### src/common/gpio_pkg.sv
// Package with the register map, field layouts, drive modes and sizes of the GPIO port block.
package gpio_pkg;

  localparam int NUM_PORTS  = 4;
  localparam int PORT_WIDTH = 8;
  localparam int NUM_PINS   = NUM_PORTS * PORT_WIDTH;
  localparam int ADDR_W     = 8;
  localparam int DATA_W     = 32;

  // Address layout: bits [5:4] pick the port, bits [3:0] pick the register.
  localparam int PORT_SEL_LSB = 4;
  localparam int PORT_SEL_W   = 2;
  localparam int REG_SEL_W    = 4;

  localparam logic [REG_SEL_W-1:0] REG_OUT_DATA    = 4'h0;
  localparam logic [REG_SEL_W-1:0] REG_PIN_STATE   = 4'h1;
  localparam logic [REG_SEL_W-1:0] REG_DRIVE_MODE  = 4'h2;
  localparam logic [REG_SEL_W-1:0] REG_THRESHOLD   = 4'h3;
  localparam logic [REG_SEL_W-1:0] REG_IN_BUF_EN   = 4'h4;
  localparam logic [REG_SEL_W-1:0] REG_OUT_BUF_EN  = 4'h5;
  localparam logic [REG_SEL_W-1:0] REG_SLEW        = 4'h6;
  localparam logic [REG_SEL_W-1:0] REG_MUX_SEL     = 4'h7;
  localparam logic [REG_SEL_W-1:0] REG_INTR_STATUS = 4'h8;
  localparam logic [REG_SEL_W-1:0] REG_INTR_MASK   = 4'h9;
  localparam logic [REG_SEL_W-1:0] REG_LUT_IN      = 4'ha;
  localparam logic [REG_SEL_W-1:0] REG_LUT_OUT     = 4'hb;
  localparam logic [REG_SEL_W-1:0] REG_LUT_EN      = 4'hc;

  // Field widths inside a port's registers.
  localparam int MODE_W    = 3;
  localparam int MUX_W     = 2;
  localparam int LUT_W     = 4;
  localparam int LUT_EN_IN_LSB  = 0;
  localparam int LUT_EN_OUT_LSB = 8;

  // Reset values: every buffer disabled, every pin analog, all routing to the data register.
  localparam logic [PORT_WIDTH-1:0]        RST_BYTE  = 8'h00;
  localparam logic [MODE_W*PORT_WIDTH-1:0] RST_MODE  = 24'h000000;
  localparam logic [MUX_W*PORT_WIDTH-1:0]  RST_MUX   = 16'h0000;
  localparam logic [LUT_W*PORT_WIDTH-1:0]  RST_LUT   = 32'h00000000;
  localparam logic [DATA_W-1:0]            RST_WORD  = 32'h00000000;

  // Default implemented-pin masks; ports 2 and 3 carry fewer pins.
  localparam logic [PORT_WIDTH-1:0] PINS_PORT0 = 8'hff;
  localparam logic [PORT_WIDTH-1:0] PINS_PORT1 = 8'hff;
  localparam logic [PORT_WIDTH-1:0] PINS_PORT2 = 8'h3f;
  localparam logic [PORT_WIDTH-1:0] PINS_PORT3 = 8'h0f;

  typedef enum logic [MODE_W-1:0] {
    GPIO_MODE_ANALOG     = 3'h0,
    GPIO_MODE_INPUT_ONLY = 3'h1,
    GPIO_MODE_WEAKUP_STRONGDN = 3'h2,
    GPIO_MODE_STRONGUP_WEAKDN = 3'h3,
    GPIO_MODE_OPEN_DRAIN_LO   = 3'h4,
    GPIO_MODE_OPEN_DRAIN_HI   = 3'h5,
    GPIO_MODE_STRONG     = 3'h6,
    GPIO_MODE_WEAK       = 3'h7
  } gpio_mode_t;

  // Threshold select: 0 picks CMOS levels, 1 picks low_voltage_ttl_threshold.
  localparam logic THRESH_CMOS = 1'b0;
  localparam logic THRESH_LOW_VOLTAGE_TTL = 1'b1;

endpackage

### src/rtl/gpio_port_top.sv
// GPIO port block: pin drive, input sensing, routing, lookup fabric, interrupts and register port.
`timescale 1ns/1ps

// Overview of operation
// RQ1: Eight selectable drive modes per pin.
// RQ2: Analog mode disables input and output buffers.
// RQ3: Per-pin CMOS or low-voltage TTL threshold.
// RQ4: Per-pin input and output buffer enables.
// RQ5: Per-pin slew rate selection.
// RQ6: Eight-bit ports, ports 2 and 3 narrower.
// RQ7: Reset forces every pin buffer disabled.
// RQ8: Matrix selects pin source and input route.
// RQ9: Output data and pin state registers.
// RQ10: Only enabled pins raise interrupts.
// RQ11: One level request line per port, four.
// RQ12: Lookup tables act on inbound and outbound signals.
// RQ13: Reset returns all configuration to defaults.
// RQ14: Flags stay until written one; set wins.
module gpio_port_top
  import gpio_pkg::*;
#(
  parameter logic [gpio_pkg::PORT_WIDTH-1:0] PINS0 = gpio_pkg::PINS_PORT0,
  parameter logic [gpio_pkg::PORT_WIDTH-1:0] PINS1 = gpio_pkg::PINS_PORT1,
  parameter logic [gpio_pkg::PORT_WIDTH-1:0] PINS2 = gpio_pkg::PINS_PORT2,
  parameter logic [gpio_pkg::PORT_WIDTH-1:0] PINS3 = gpio_pkg::PINS_PORT3
)
(
  input  wire logic                            clk,
  input  wire logic                            srst,
  input  wire logic [gpio_pkg::ADDR_W-1:0]     addr,
  input  wire logic [gpio_pkg::DATA_W-1:0]     wdata,
  input  wire logic                            wr_stb,
  input  wire logic                            rd_stb,
  output logic      [gpio_pkg::DATA_W-1:0]     rdata,
  input  wire logic [gpio_pkg::NUM_PINS-1:0]   pad_in,
  output logic      [gpio_pkg::NUM_PINS-1:0]   pad_out,
  output logic      [gpio_pkg::NUM_PINS-1:0]   pad_oe,
  output logic      [gpio_pkg::NUM_PINS-1:0]   pad_weak_pu,
  output logic      [gpio_pkg::NUM_PINS-1:0]   pad_weak_pd,
  output logic      [gpio_pkg::NUM_PINS-1:0]   pad_in_buf_en,
  output logic      [gpio_pkg::NUM_PINS-1:0]   pad_thresh_sel,
  output logic      [gpio_pkg::NUM_PINS-1:0]   pad_slow_slew,
  input  wire logic [gpio_pkg::NUM_PINS-1:0]   periph_src_a,
  input  wire logic [gpio_pkg::NUM_PINS-1:0]   periph_src_b,
  input  wire logic [gpio_pkg::NUM_PINS-1:0]   periph_src_c,
  output logic      [gpio_pkg::NUM_PINS-1:0]   periph_in,
  output logic      [gpio_pkg::NUM_PORTS-1:0]  irq
);
  import gpio_pkg::*;

  localparam logic [NUM_PINS-1:0] PIN_MASK = {PINS3, PINS2, PINS1, PINS0}; // [RQ6]

  logic [PORT_WIDTH-1:0]        out_data_ff   [NUM_PORTS];
  logic [MODE_W*PORT_WIDTH-1:0] drive_mode_ff [NUM_PORTS];
  logic [PORT_WIDTH-1:0]        thresh_ff     [NUM_PORTS];
  logic [PORT_WIDTH-1:0]        in_en_ff      [NUM_PORTS];
  logic [PORT_WIDTH-1:0]        out_en_ff     [NUM_PORTS];
  logic [PORT_WIDTH-1:0]        slew_ff       [NUM_PORTS];
  logic [MUX_W*PORT_WIDTH-1:0]  mux_sel_ff    [NUM_PORTS];
  logic [PORT_WIDTH-1:0]        int_stat_ff   [NUM_PORTS];
  logic [PORT_WIDTH-1:0]        int_mask_ff   [NUM_PORTS];
  logic [LUT_W*PORT_WIDTH-1:0]  lut_in_ff     [NUM_PORTS];
  logic [LUT_W*PORT_WIDTH-1:0]  lut_out_ff    [NUM_PORTS];
  logic [2*PORT_WIDTH-1:0]      lut_en_ff     [NUM_PORTS];
  logic [PORT_WIDTH-1:0]        pin_state_ff  [NUM_PORTS];
  logic [PORT_WIDTH-1:0]        pin_prev_ff   [NUM_PORTS];
  logic [DATA_W-1:0]            rdata_ff;
  logic [NUM_PORTS-1:0]         irq_ff;
  logic [NUM_PINS-1:0]          pad_out_ff;
  logic [NUM_PINS-1:0]          pad_oe_ff;
  logic [NUM_PINS-1:0]          weak_pu_ff;
  logic [NUM_PINS-1:0]          weak_pd_ff;
  logic [NUM_PINS-1:0]          in_buf_ff;
  logic [NUM_PINS-1:0]          thresh_out_ff;
  logic [NUM_PINS-1:0]          slew_out_ff;
  logic [NUM_PINS-1:0]          periph_in_ff;

  logic [PORT_SEL_W-1:0] port_sel;
  logic [REG_SEL_W-1:0]  reg_sel;
  logic                  addr_ok;

  assign port_sel = addr[PORT_SEL_LSB +: PORT_SEL_W];
  assign reg_sel  = addr[REG_SEL_W-1:0];
  assign addr_ok  = (addr[ADDR_W-1:PORT_SEL_LSB+PORT_SEL_W] == '0);

  // Returns {oe, out, weak_pu, weak_pd} for one pin from its mode and data bit.
  function automatic logic [3:0] drive_decode(input gpio_mode_t mode, input logic val);
    logic [3:0] r;
    r = 4'h0;
    unique case (mode)
      GPIO_MODE_ANALOG:          r = 4'h0;
      GPIO_MODE_INPUT_ONLY:      r = 4'h0;
      GPIO_MODE_WEAKUP_STRONGDN: r = val ? 4'h2 : 4'h8;
      GPIO_MODE_STRONGUP_WEAKDN: r = val ? 4'hc : 4'h1;
      GPIO_MODE_OPEN_DRAIN_LO:   r = val ? 4'h0 : 4'h8;
      GPIO_MODE_OPEN_DRAIN_HI:   r = val ? 4'hc : 4'h0;
      GPIO_MODE_STRONG:          r = val ? 4'hc : 4'h8;
      GPIO_MODE_WEAK:            r = val ? 4'h2 : 4'h1;
    endcase
    return r; // [RQ1]
  endfunction

  // Two-input lookup: a pin's own signal and its upper neighbour's select one of four table bits.
  function automatic logic [PORT_WIDTH-1:0] lut_apply(input logic [PORT_WIDTH-1:0] sig,
                                                      input logic [LUT_W*PORT_WIDTH-1:0] table_bits,
                                                      input logic [PORT_WIDTH-1:0] en);
    logic [PORT_WIDTH-1:0] r;
    logic [1:0]            idx;
    r = sig;
    for (int i = 0; i < PORT_WIDTH; i++)
    begin
      idx = {sig[(i+1)%PORT_WIDTH], sig[i]};
      if (en[i])
      begin
        r[i] = table_bits[i*LUT_W + int'(idx)];
      end
    end
    return r;
  endfunction

  // Per-pin routing: 0 takes the data register, 1 to 3 take a peripheral source.
  function automatic logic [PORT_WIDTH-1:0] mux_route(input int p,
                                                      input logic [MUX_W*PORT_WIDTH-1:0] sel,
                                                      input logic [PORT_WIDTH-1:0] data);
    logic [PORT_WIDTH-1:0] r;
    r = data;
    for (int i = 0; i < PORT_WIDTH; i++)
    begin
      unique case (sel[i*MUX_W +: MUX_W])
        2'h0: r[i] = data[i];
        2'h1: r[i] = periph_src_a[p*PORT_WIDTH+i];
        2'h2: r[i] = periph_src_b[p*PORT_WIDTH+i];
        2'h3: r[i] = periph_src_c[p*PORT_WIDTH+i];
      endcase
    end
    return r;
  endfunction

  // Configuration registers; writes store every bit, unimplemented pins included, and PIN_MASK gates them only at the pads.
  always_ff @(posedge clk)
  begin
    if (srst)
    begin
      for (int p = 0; p < NUM_PORTS; p++)
      begin
        out_data_ff[p]   <= RST_BYTE; // [RQ13]
        drive_mode_ff[p] <= RST_MODE;
        thresh_ff[p]     <= RST_BYTE;
        in_en_ff[p]      <= RST_BYTE;
        out_en_ff[p]     <= RST_BYTE;
        slew_ff[p]       <= RST_BYTE;
        mux_sel_ff[p]    <= RST_MUX;
        int_mask_ff[p]   <= RST_BYTE;
        lut_in_ff[p]     <= RST_LUT;
        lut_out_ff[p]    <= RST_LUT;
        lut_en_ff[p]     <= '0;
      end
    end
    else if (wr_stb && addr_ok)
    begin
      unique case (reg_sel)
        REG_OUT_DATA:   out_data_ff[port_sel]   <= wdata[PORT_WIDTH-1:0]; // [RQ9]
        REG_DRIVE_MODE: drive_mode_ff[port_sel] <= wdata[MODE_W*PORT_WIDTH-1:0]; // [RQ1]
        REG_THRESHOLD:  thresh_ff[port_sel]     <= wdata[PORT_WIDTH-1:0]; // [RQ3]
        REG_IN_BUF_EN:  in_en_ff[port_sel]      <= wdata[PORT_WIDTH-1:0]; // [RQ4]
        REG_OUT_BUF_EN: out_en_ff[port_sel]     <= wdata[PORT_WIDTH-1:0]; // [RQ4]
        REG_SLEW:       slew_ff[port_sel]       <= wdata[PORT_WIDTH-1:0]; // [RQ5]
        REG_MUX_SEL:    mux_sel_ff[port_sel]    <= wdata[MUX_W*PORT_WIDTH-1:0]; // [RQ8]
        REG_INTR_MASK:  int_mask_ff[port_sel]   <= wdata[PORT_WIDTH-1:0]; // [RQ10]
        REG_LUT_IN:     lut_in_ff[port_sel]     <= wdata[LUT_W*PORT_WIDTH-1:0]; // [RQ12]
        REG_LUT_OUT:    lut_out_ff[port_sel]    <= wdata[LUT_W*PORT_WIDTH-1:0]; // [RQ12]
        REG_LUT_EN:     lut_en_ff[port_sel]     <= wdata[2*PORT_WIDTH-1:0]; // [RQ12]
        default:        ;
      endcase
    end
  end

  // Pin drive: mode decode after the outbound lookup, gated by output buffer enable and pin presence.
  always_ff @(posedge clk)
  begin
    logic [PORT_WIDTH-1:0] src;
    logic [3:0]            d;
    logic                  en;
    src = '0;
    d   = 4'h0;
    en  = 1'b0;
    if (srst)
    begin
      pad_out_ff    <= '0; // [RQ7]
      pad_oe_ff     <= '0; // [RQ7]
      weak_pu_ff    <= '0;
      weak_pd_ff    <= '0;
      in_buf_ff     <= '0; // [RQ7]
      thresh_out_ff <= '0;
      slew_out_ff   <= '0;
    end
    else
    begin
      for (int p = 0; p < NUM_PORTS; p++)
      begin
        src = mux_route(p, mux_sel_ff[p], out_data_ff[p]); // [RQ8]
        src = lut_apply(src, lut_out_ff[p], lut_en_ff[p][LUT_EN_OUT_LSB +: PORT_WIDTH]); // [RQ12]
        for (int i = 0; i < PORT_WIDTH; i++)
        begin
          d  = drive_decode(gpio_mode_t'(drive_mode_ff[p][i*MODE_W +: MODE_W]), src[i]); // [RQ1]
          en = out_en_ff[p][i] && PIN_MASK[p*PORT_WIDTH+i]; // [RQ4] [RQ6]
          pad_oe_ff[p*PORT_WIDTH+i]  <= d[3] && en; // [RQ2]
          pad_out_ff[p*PORT_WIDTH+i] <= d[2] && en;
          weak_pu_ff[p*PORT_WIDTH+i] <= d[1] && en;
          weak_pd_ff[p*PORT_WIDTH+i] <= d[0] && en;
          // Analog mode overrides the input enable so the digital input never loads an analog node.
          in_buf_ff[p*PORT_WIDTH+i] <= in_en_ff[p][i] && PIN_MASK[p*PORT_WIDTH+i]
                                       && (drive_mode_ff[p][i*MODE_W +: MODE_W] != GPIO_MODE_ANALOG); // [RQ2] [RQ4]
          thresh_out_ff[p*PORT_WIDTH+i] <= thresh_ff[p][i] && PIN_MASK[p*PORT_WIDTH+i]; // [RQ3]
          slew_out_ff[p*PORT_WIDTH+i]   <= slew_ff[p][i] && PIN_MASK[p*PORT_WIDTH+i]; // [RQ5]
        end
      end
    end
  end

  // Input sensing: pad levels pass the input buffer gate, then the inbound lookup.
  always_ff @(posedge clk)
  begin
    logic [PORT_WIDTH-1:0] raw;
    raw = '0;
    if (srst)
    begin
      for (int p = 0; p < NUM_PORTS; p++)
      begin
        pin_state_ff[p] <= RST_BYTE;
        pin_prev_ff[p]  <= RST_BYTE;
      end
      periph_in_ff <= '0;
    end
    else
    begin
      for (int p = 0; p < NUM_PORTS; p++)
      begin
        raw = pad_in[p*PORT_WIDTH +: PORT_WIDTH] & in_buf_ff[p*PORT_WIDTH +: PORT_WIDTH];
        raw = lut_apply(raw, lut_in_ff[p], lut_en_ff[p][LUT_EN_IN_LSB +: PORT_WIDTH]); // [RQ12]
        pin_state_ff[p] <= raw & PIN_MASK[p*PORT_WIDTH +: PORT_WIDTH]; // [RQ9]
        pin_prev_ff[p]  <= pin_state_ff[p];
        for (int i = 0; i < PORT_WIDTH; i++)
        begin
          periph_in_ff[p*PORT_WIDTH+i] <= pin_state_ff[p][i]
                                          && (mux_sel_ff[p][i*MUX_W +: MUX_W] != 2'h0); // [RQ8]
        end
      end
    end
  end

  // Interrupt flags: any edge of an enabled pin sets its flag; set beats a same-cycle clear.
  always_ff @(posedge clk)
  begin
    logic [PORT_WIDTH-1:0] set_v;
    logic [PORT_WIDTH-1:0] clr_v;
    set_v = '0;
    clr_v = '0;
    if (srst)
    begin
      for (int p = 0; p < NUM_PORTS; p++)
      begin
        int_stat_ff[p] <= RST_BYTE;
      end
      irq_ff <= '0;
    end
    else
    begin
      for (int p = 0; p < NUM_PORTS; p++)
      begin
        set_v = (pin_state_ff[p] ^ pin_prev_ff[p]) & int_mask_ff[p]; // [RQ10]
        clr_v = (wr_stb && addr_ok && reg_sel == REG_INTR_STATUS && port_sel == PORT_SEL_W'(p))
                ? wdata[PORT_WIDTH-1:0] : '0;
        int_stat_ff[p] <= (int_stat_ff[p] & ~clr_v) | set_v; // [RQ14]
        irq_ff[p]      <= |(((int_stat_ff[p] & ~clr_v) | set_v) & int_mask_ff[p]); // [RQ11] [RQ14]
      end
    end
  end

  // Register read port: data stand one cycle after the strobe, zero elsewhere.
  always_ff @(posedge clk)
  begin
    if (srst)
    begin
      rdata_ff <= RST_WORD;
    end
    else if (rd_stb && addr_ok)
    begin
      unique case (reg_sel)
        REG_OUT_DATA:    rdata_ff <= DATA_W'(out_data_ff[port_sel]);
        REG_PIN_STATE:   rdata_ff <= DATA_W'(pin_state_ff[port_sel]); // [RQ9]
        REG_DRIVE_MODE:  rdata_ff <= DATA_W'(drive_mode_ff[port_sel]);
        REG_THRESHOLD:   rdata_ff <= DATA_W'(thresh_ff[port_sel]);
        REG_IN_BUF_EN:   rdata_ff <= DATA_W'(in_en_ff[port_sel]);
        REG_OUT_BUF_EN:  rdata_ff <= DATA_W'(out_en_ff[port_sel]);
        REG_SLEW:        rdata_ff <= DATA_W'(slew_ff[port_sel]);
        REG_MUX_SEL:     rdata_ff <= DATA_W'(mux_sel_ff[port_sel]);
        REG_INTR_STATUS: rdata_ff <= DATA_W'(int_stat_ff[port_sel]);
        REG_INTR_MASK:   rdata_ff <= DATA_W'(int_mask_ff[port_sel]);
        REG_LUT_IN:      rdata_ff <= DATA_W'(lut_in_ff[port_sel]);
        REG_LUT_OUT:     rdata_ff <= DATA_W'(lut_out_ff[port_sel]);
        REG_LUT_EN:      rdata_ff <= DATA_W'(lut_en_ff[port_sel]);
        default:         rdata_ff <= RST_WORD;
      endcase
    end
    else
    begin
      rdata_ff <= RST_WORD;
    end
  end

  assign rdata          = rdata_ff;
  assign irq            = irq_ff;
  assign pad_out        = pad_out_ff;
  assign pad_oe         = pad_oe_ff;
  assign pad_weak_pu    = weak_pu_ff;
  assign pad_weak_pd    = weak_pd_ff;
  assign pad_in_buf_en  = in_buf_ff;
  assign pad_thresh_sel = thresh_out_ff;
  assign pad_slow_slew  = slew_out_ff;
  assign periph_in      = periph_in_ff;

endmodule // gpio_port_top

### config.mk
export PLATFORM = sky130hd
export DESIGN_NAME = gpio_port_top
export DESIGN_NICKNAME = d
export VERILOG_FILES = /design/src/common/gpio_pkg.sv /design/src/rtl/gpio_port_top.sv
export SDC_FILE = /design/constraint.sdc
export NUM_CORES = 2
export LEC_CHECK = 0
export BUFFER_PORTS_ARGS = -buffer_cell sky130_fd_sc_hd__buf_2
export CORE_MARGIN = 2
export CORE_UTILIZATION = 45
export DETAILED_ROUTE_END_ITERATION = 7
export SYNTH_ARGS = -nofsm -noshare
export SYNTH_HDL_FRONTEND = slang
export SYNTH_SLANG_ARGS = --single-unit
### constraint.sdc
create_clock -name clk -period 3.6 [get_ports clk]
set_input_delay 0.18 -clock clk [delete_from_list [all_inputs] [get_ports clk]]
set_output_delay 0.18 -clock clk [all_outputs]
set_load 0.005 [all_outputs]
==> metrics <==
outcome completed; Worst Path Max Fanout 2; synthesized area 0.0447 mm2; H-tree depth 3; Post-Synthesis Cells 3,571; die area 0.102 mm2; R2R depth 5; share of layout cells above drive strength 1 23.5%; warning count from the yosys run 0; WL/cell 29.8 um; CTS clk-pin slew, worst paths 60 ps; most common cell after layout, fill and taps aside edfxtp_1; R2R setup slack 900 ps; Final setup viols 0; Slew Viols, Final 0; worst reg2reg endpoint rdata[0]; Syn-to-layout area delta 16.4%; DRC violations left 0; DR pass1 iterations 5; Final ANT Viol Nets 0; number of global-route vias before repair 30,400; Post-synth EDFFs 672; largest net degree at the start of global routing 149; upper clock frequency limit 0.370 GHz; Design Area, Final 0.0520 mm2; core box area 0.0984 mm2; IO Count 464; die width 319 um; most frequent cells in the layout edfxtp_1 (672), buf_2 (394), nor2_1 (381); Worst setup SP type flip-flop; initial antenna violation count 13; via count 32,100; Setup Total Neg Slack 0 ps; clock sink count 1,000; Clock Skews 30.4 ps; row cnt 115; worst stage delay on the critical path 830 ps; Critical Path AT 3250 ps; Cell Chain, Critical Path mux4_2 > a22oi_1 > nand3_1 > a2111oi_0 > a21oi_1; total CTS buffers 104; unique cell type count in the Yosys netlist 63; unrepaired setup endpoints after global routing false; WP data required 4140 ps; PD cells 527 mW/mm2; initial drt markers 4,534; Pleak 0.0209 uW; grt total ovfl 0; Area after DPL 0.0481 mm2; FF/Latch Area 0.0267 mm2; max_slew headroom 23.0%; Initial Utilization 45.4%; Non-Filler Instances 5,312; Fillers 8,484; placed cells 5,088; CP max stage cell a2111oi_0; worst path bufs/invs 0; final core utilization 52.9%; sequential cell area fraction in the yosys report 59.8%; worst slew pin tran 1150 ps; die height 319 um; gp weighted congestion 0.931; Async SR Flop Fraction 0%; clock buffer depth 3; Hold Path Class in2reg; GRT Util Overall 30.5%; CP delay by family, top compound AO/OA/AOI/OAI gates; Post CTS Setup Buffer Count 0; post-detail-place hpwl 114,000 um; Pwr Total 27,400 uW; Synth Flop Type edfxtp_1; Worst setup EP type flip-flop; DRT Wirelength 158,000 um; worst skew pair latency 700 ps; launch point of the worst reg-to-reg path out_en_ff[3][0]; VDD IR max 408 uV; max cap viols 0; CTS root buf clkbuf_16; port bufs 397; Multi-input gate area 0.0164 mm2; first-pass GRT wire length 222,000 um; WHS Endpoint pin_state_ff[1][7]; post-layout min period 2700 ps; fin crit share 75.1%; TritonCTS clock tree yes; #FFs+latches synth 1,000; Fin. Hold Viols 0; WHS Path Cells 4; nets 4,101; crit path from out_en_ff[3][0]; Crit Path Class reg2reg; min-delay src pad_in[15]; mean post-synth cell area 12.5 um2; Via density 6.04
-- timing repair --
action | 4_1_cts | 5_1_grt
hold endpoints to repair | 123 | 0
hold buffers | 22 | 0
resized for setup | 0 | 0
-- flip-flops by register name (all words and copies together), names as in the netlist, 32 cells and up --
register / flops
drive_mode_ff: 96
in_en_ff: 32
int_mask_ff: 32
int_stat_ff: 32
lut_en_ff: 64
lut_in_ff: 128
lut_out_ff: 128
mux_sel_ff: 64
out_data_ff: 32
out_en_ff: 32
rdata: 32
slew_ff: 32
thresh_ff: 32
-- Yosys cell counts, drive strengths merged, types with 34 or more instances --
master | count | area share (%)
nor3b | 37 | 0.62
and3 | 238 | 3.3
inv | 111 | 0.93
a31oi | 42 | 0.59
nor2b | 126 | 1.8
a21oi | 91 | 1.0
o21ai | 56 | 0.63
a21o | 51 | 0.86
nor2 | 384 | 3.2
nor3 | 51 | 0.67
edfxtp | 672 | 45
mux2i | 49 | 1.1
dfxtp | 328 | 15
and2 | 84 | 1.2
nand2b | 34 | 0.48
mux4 | 208 | 11
xor2 | 56 | 1.1
nand2 | 286 | 2.4
buf | 119 | 1.6
a22oi | 82 | 1.4
mux2 | 42 | 1.1
clkbuf | 192 | 1.6
-- stage by stage --
step / hold slack, ps / setup WS (ps)
floorplan: 401 / 1030
CTS: 18.0 / 944
global route: 42.2 / 765
detailed placement: 458 / 648
global placement: 455 / 624
finish: 48.8 / 897
-- worst min-delay path: stages --
cell and delay [ps]:
buf_2 90, nand2_1 210, a31oi_1 130, nor2_1 70
-- worst max path at each step --
stage	end	slack (ps)	cells past startpoint
finish	rdata[0]	900	5
global route	int_mask_ff[0][1]	760	6
CTS	pad_oe[21]	940	6
detailed placement	rdata[0]	650	5
global placement	rdata[0]	620	5
floorplan	lut_in_ff[3][0]	1030	6
-- report_power, final --
group	total [uW]	switching [uW]	internal [uW]
Combinational	2640	1660	988
Sequential	13200	433	12800
Clock	11600	4690	6880
Total	27400	6780	20700
-- cell families (layout without fill, tap and decap cells) --
family                 Yosys count  count (layout)  synth area share [%]
XOR/XNOR                        76              76                  1.49
flip-flops                    1000            1000                  59.8
AND/OR/NAND/NOR               1346            1346                  15.4
buffers and inverters          423             826                  4.19
multiplexers                   299             299                  12.7
other                            1              52               0.00839
AO/OA/AOI/OAI                  426             426                  6.47
-- metal layers --
layer / track usage, % / part of all wire [%] / vias up / wire (um)
met3: 7.68 / 12 / 272 / 19200
li1: - / - / 13700 / -
met4: 11.3 / 3.8 / 6 / 5980
met1: 42.1 / 39 / 16100 / 61300
met2: 46.6 / 45 / 1946 / 71800
met5: 0 / 0.023 / - / 36
-- layout make-up --
class                      instances  area share, %
tap                             1287           3.09
clock inverter                    48           1.09
timing repair buffer             516           6.15
sequential                      1000           51.4
multi-input combinational       2195           31.5
clock buffer                     150           5.98
antenna                            4         0.0192
inverter                         112          0.808
Note: power is estimated with default switching activity, not from simulation.
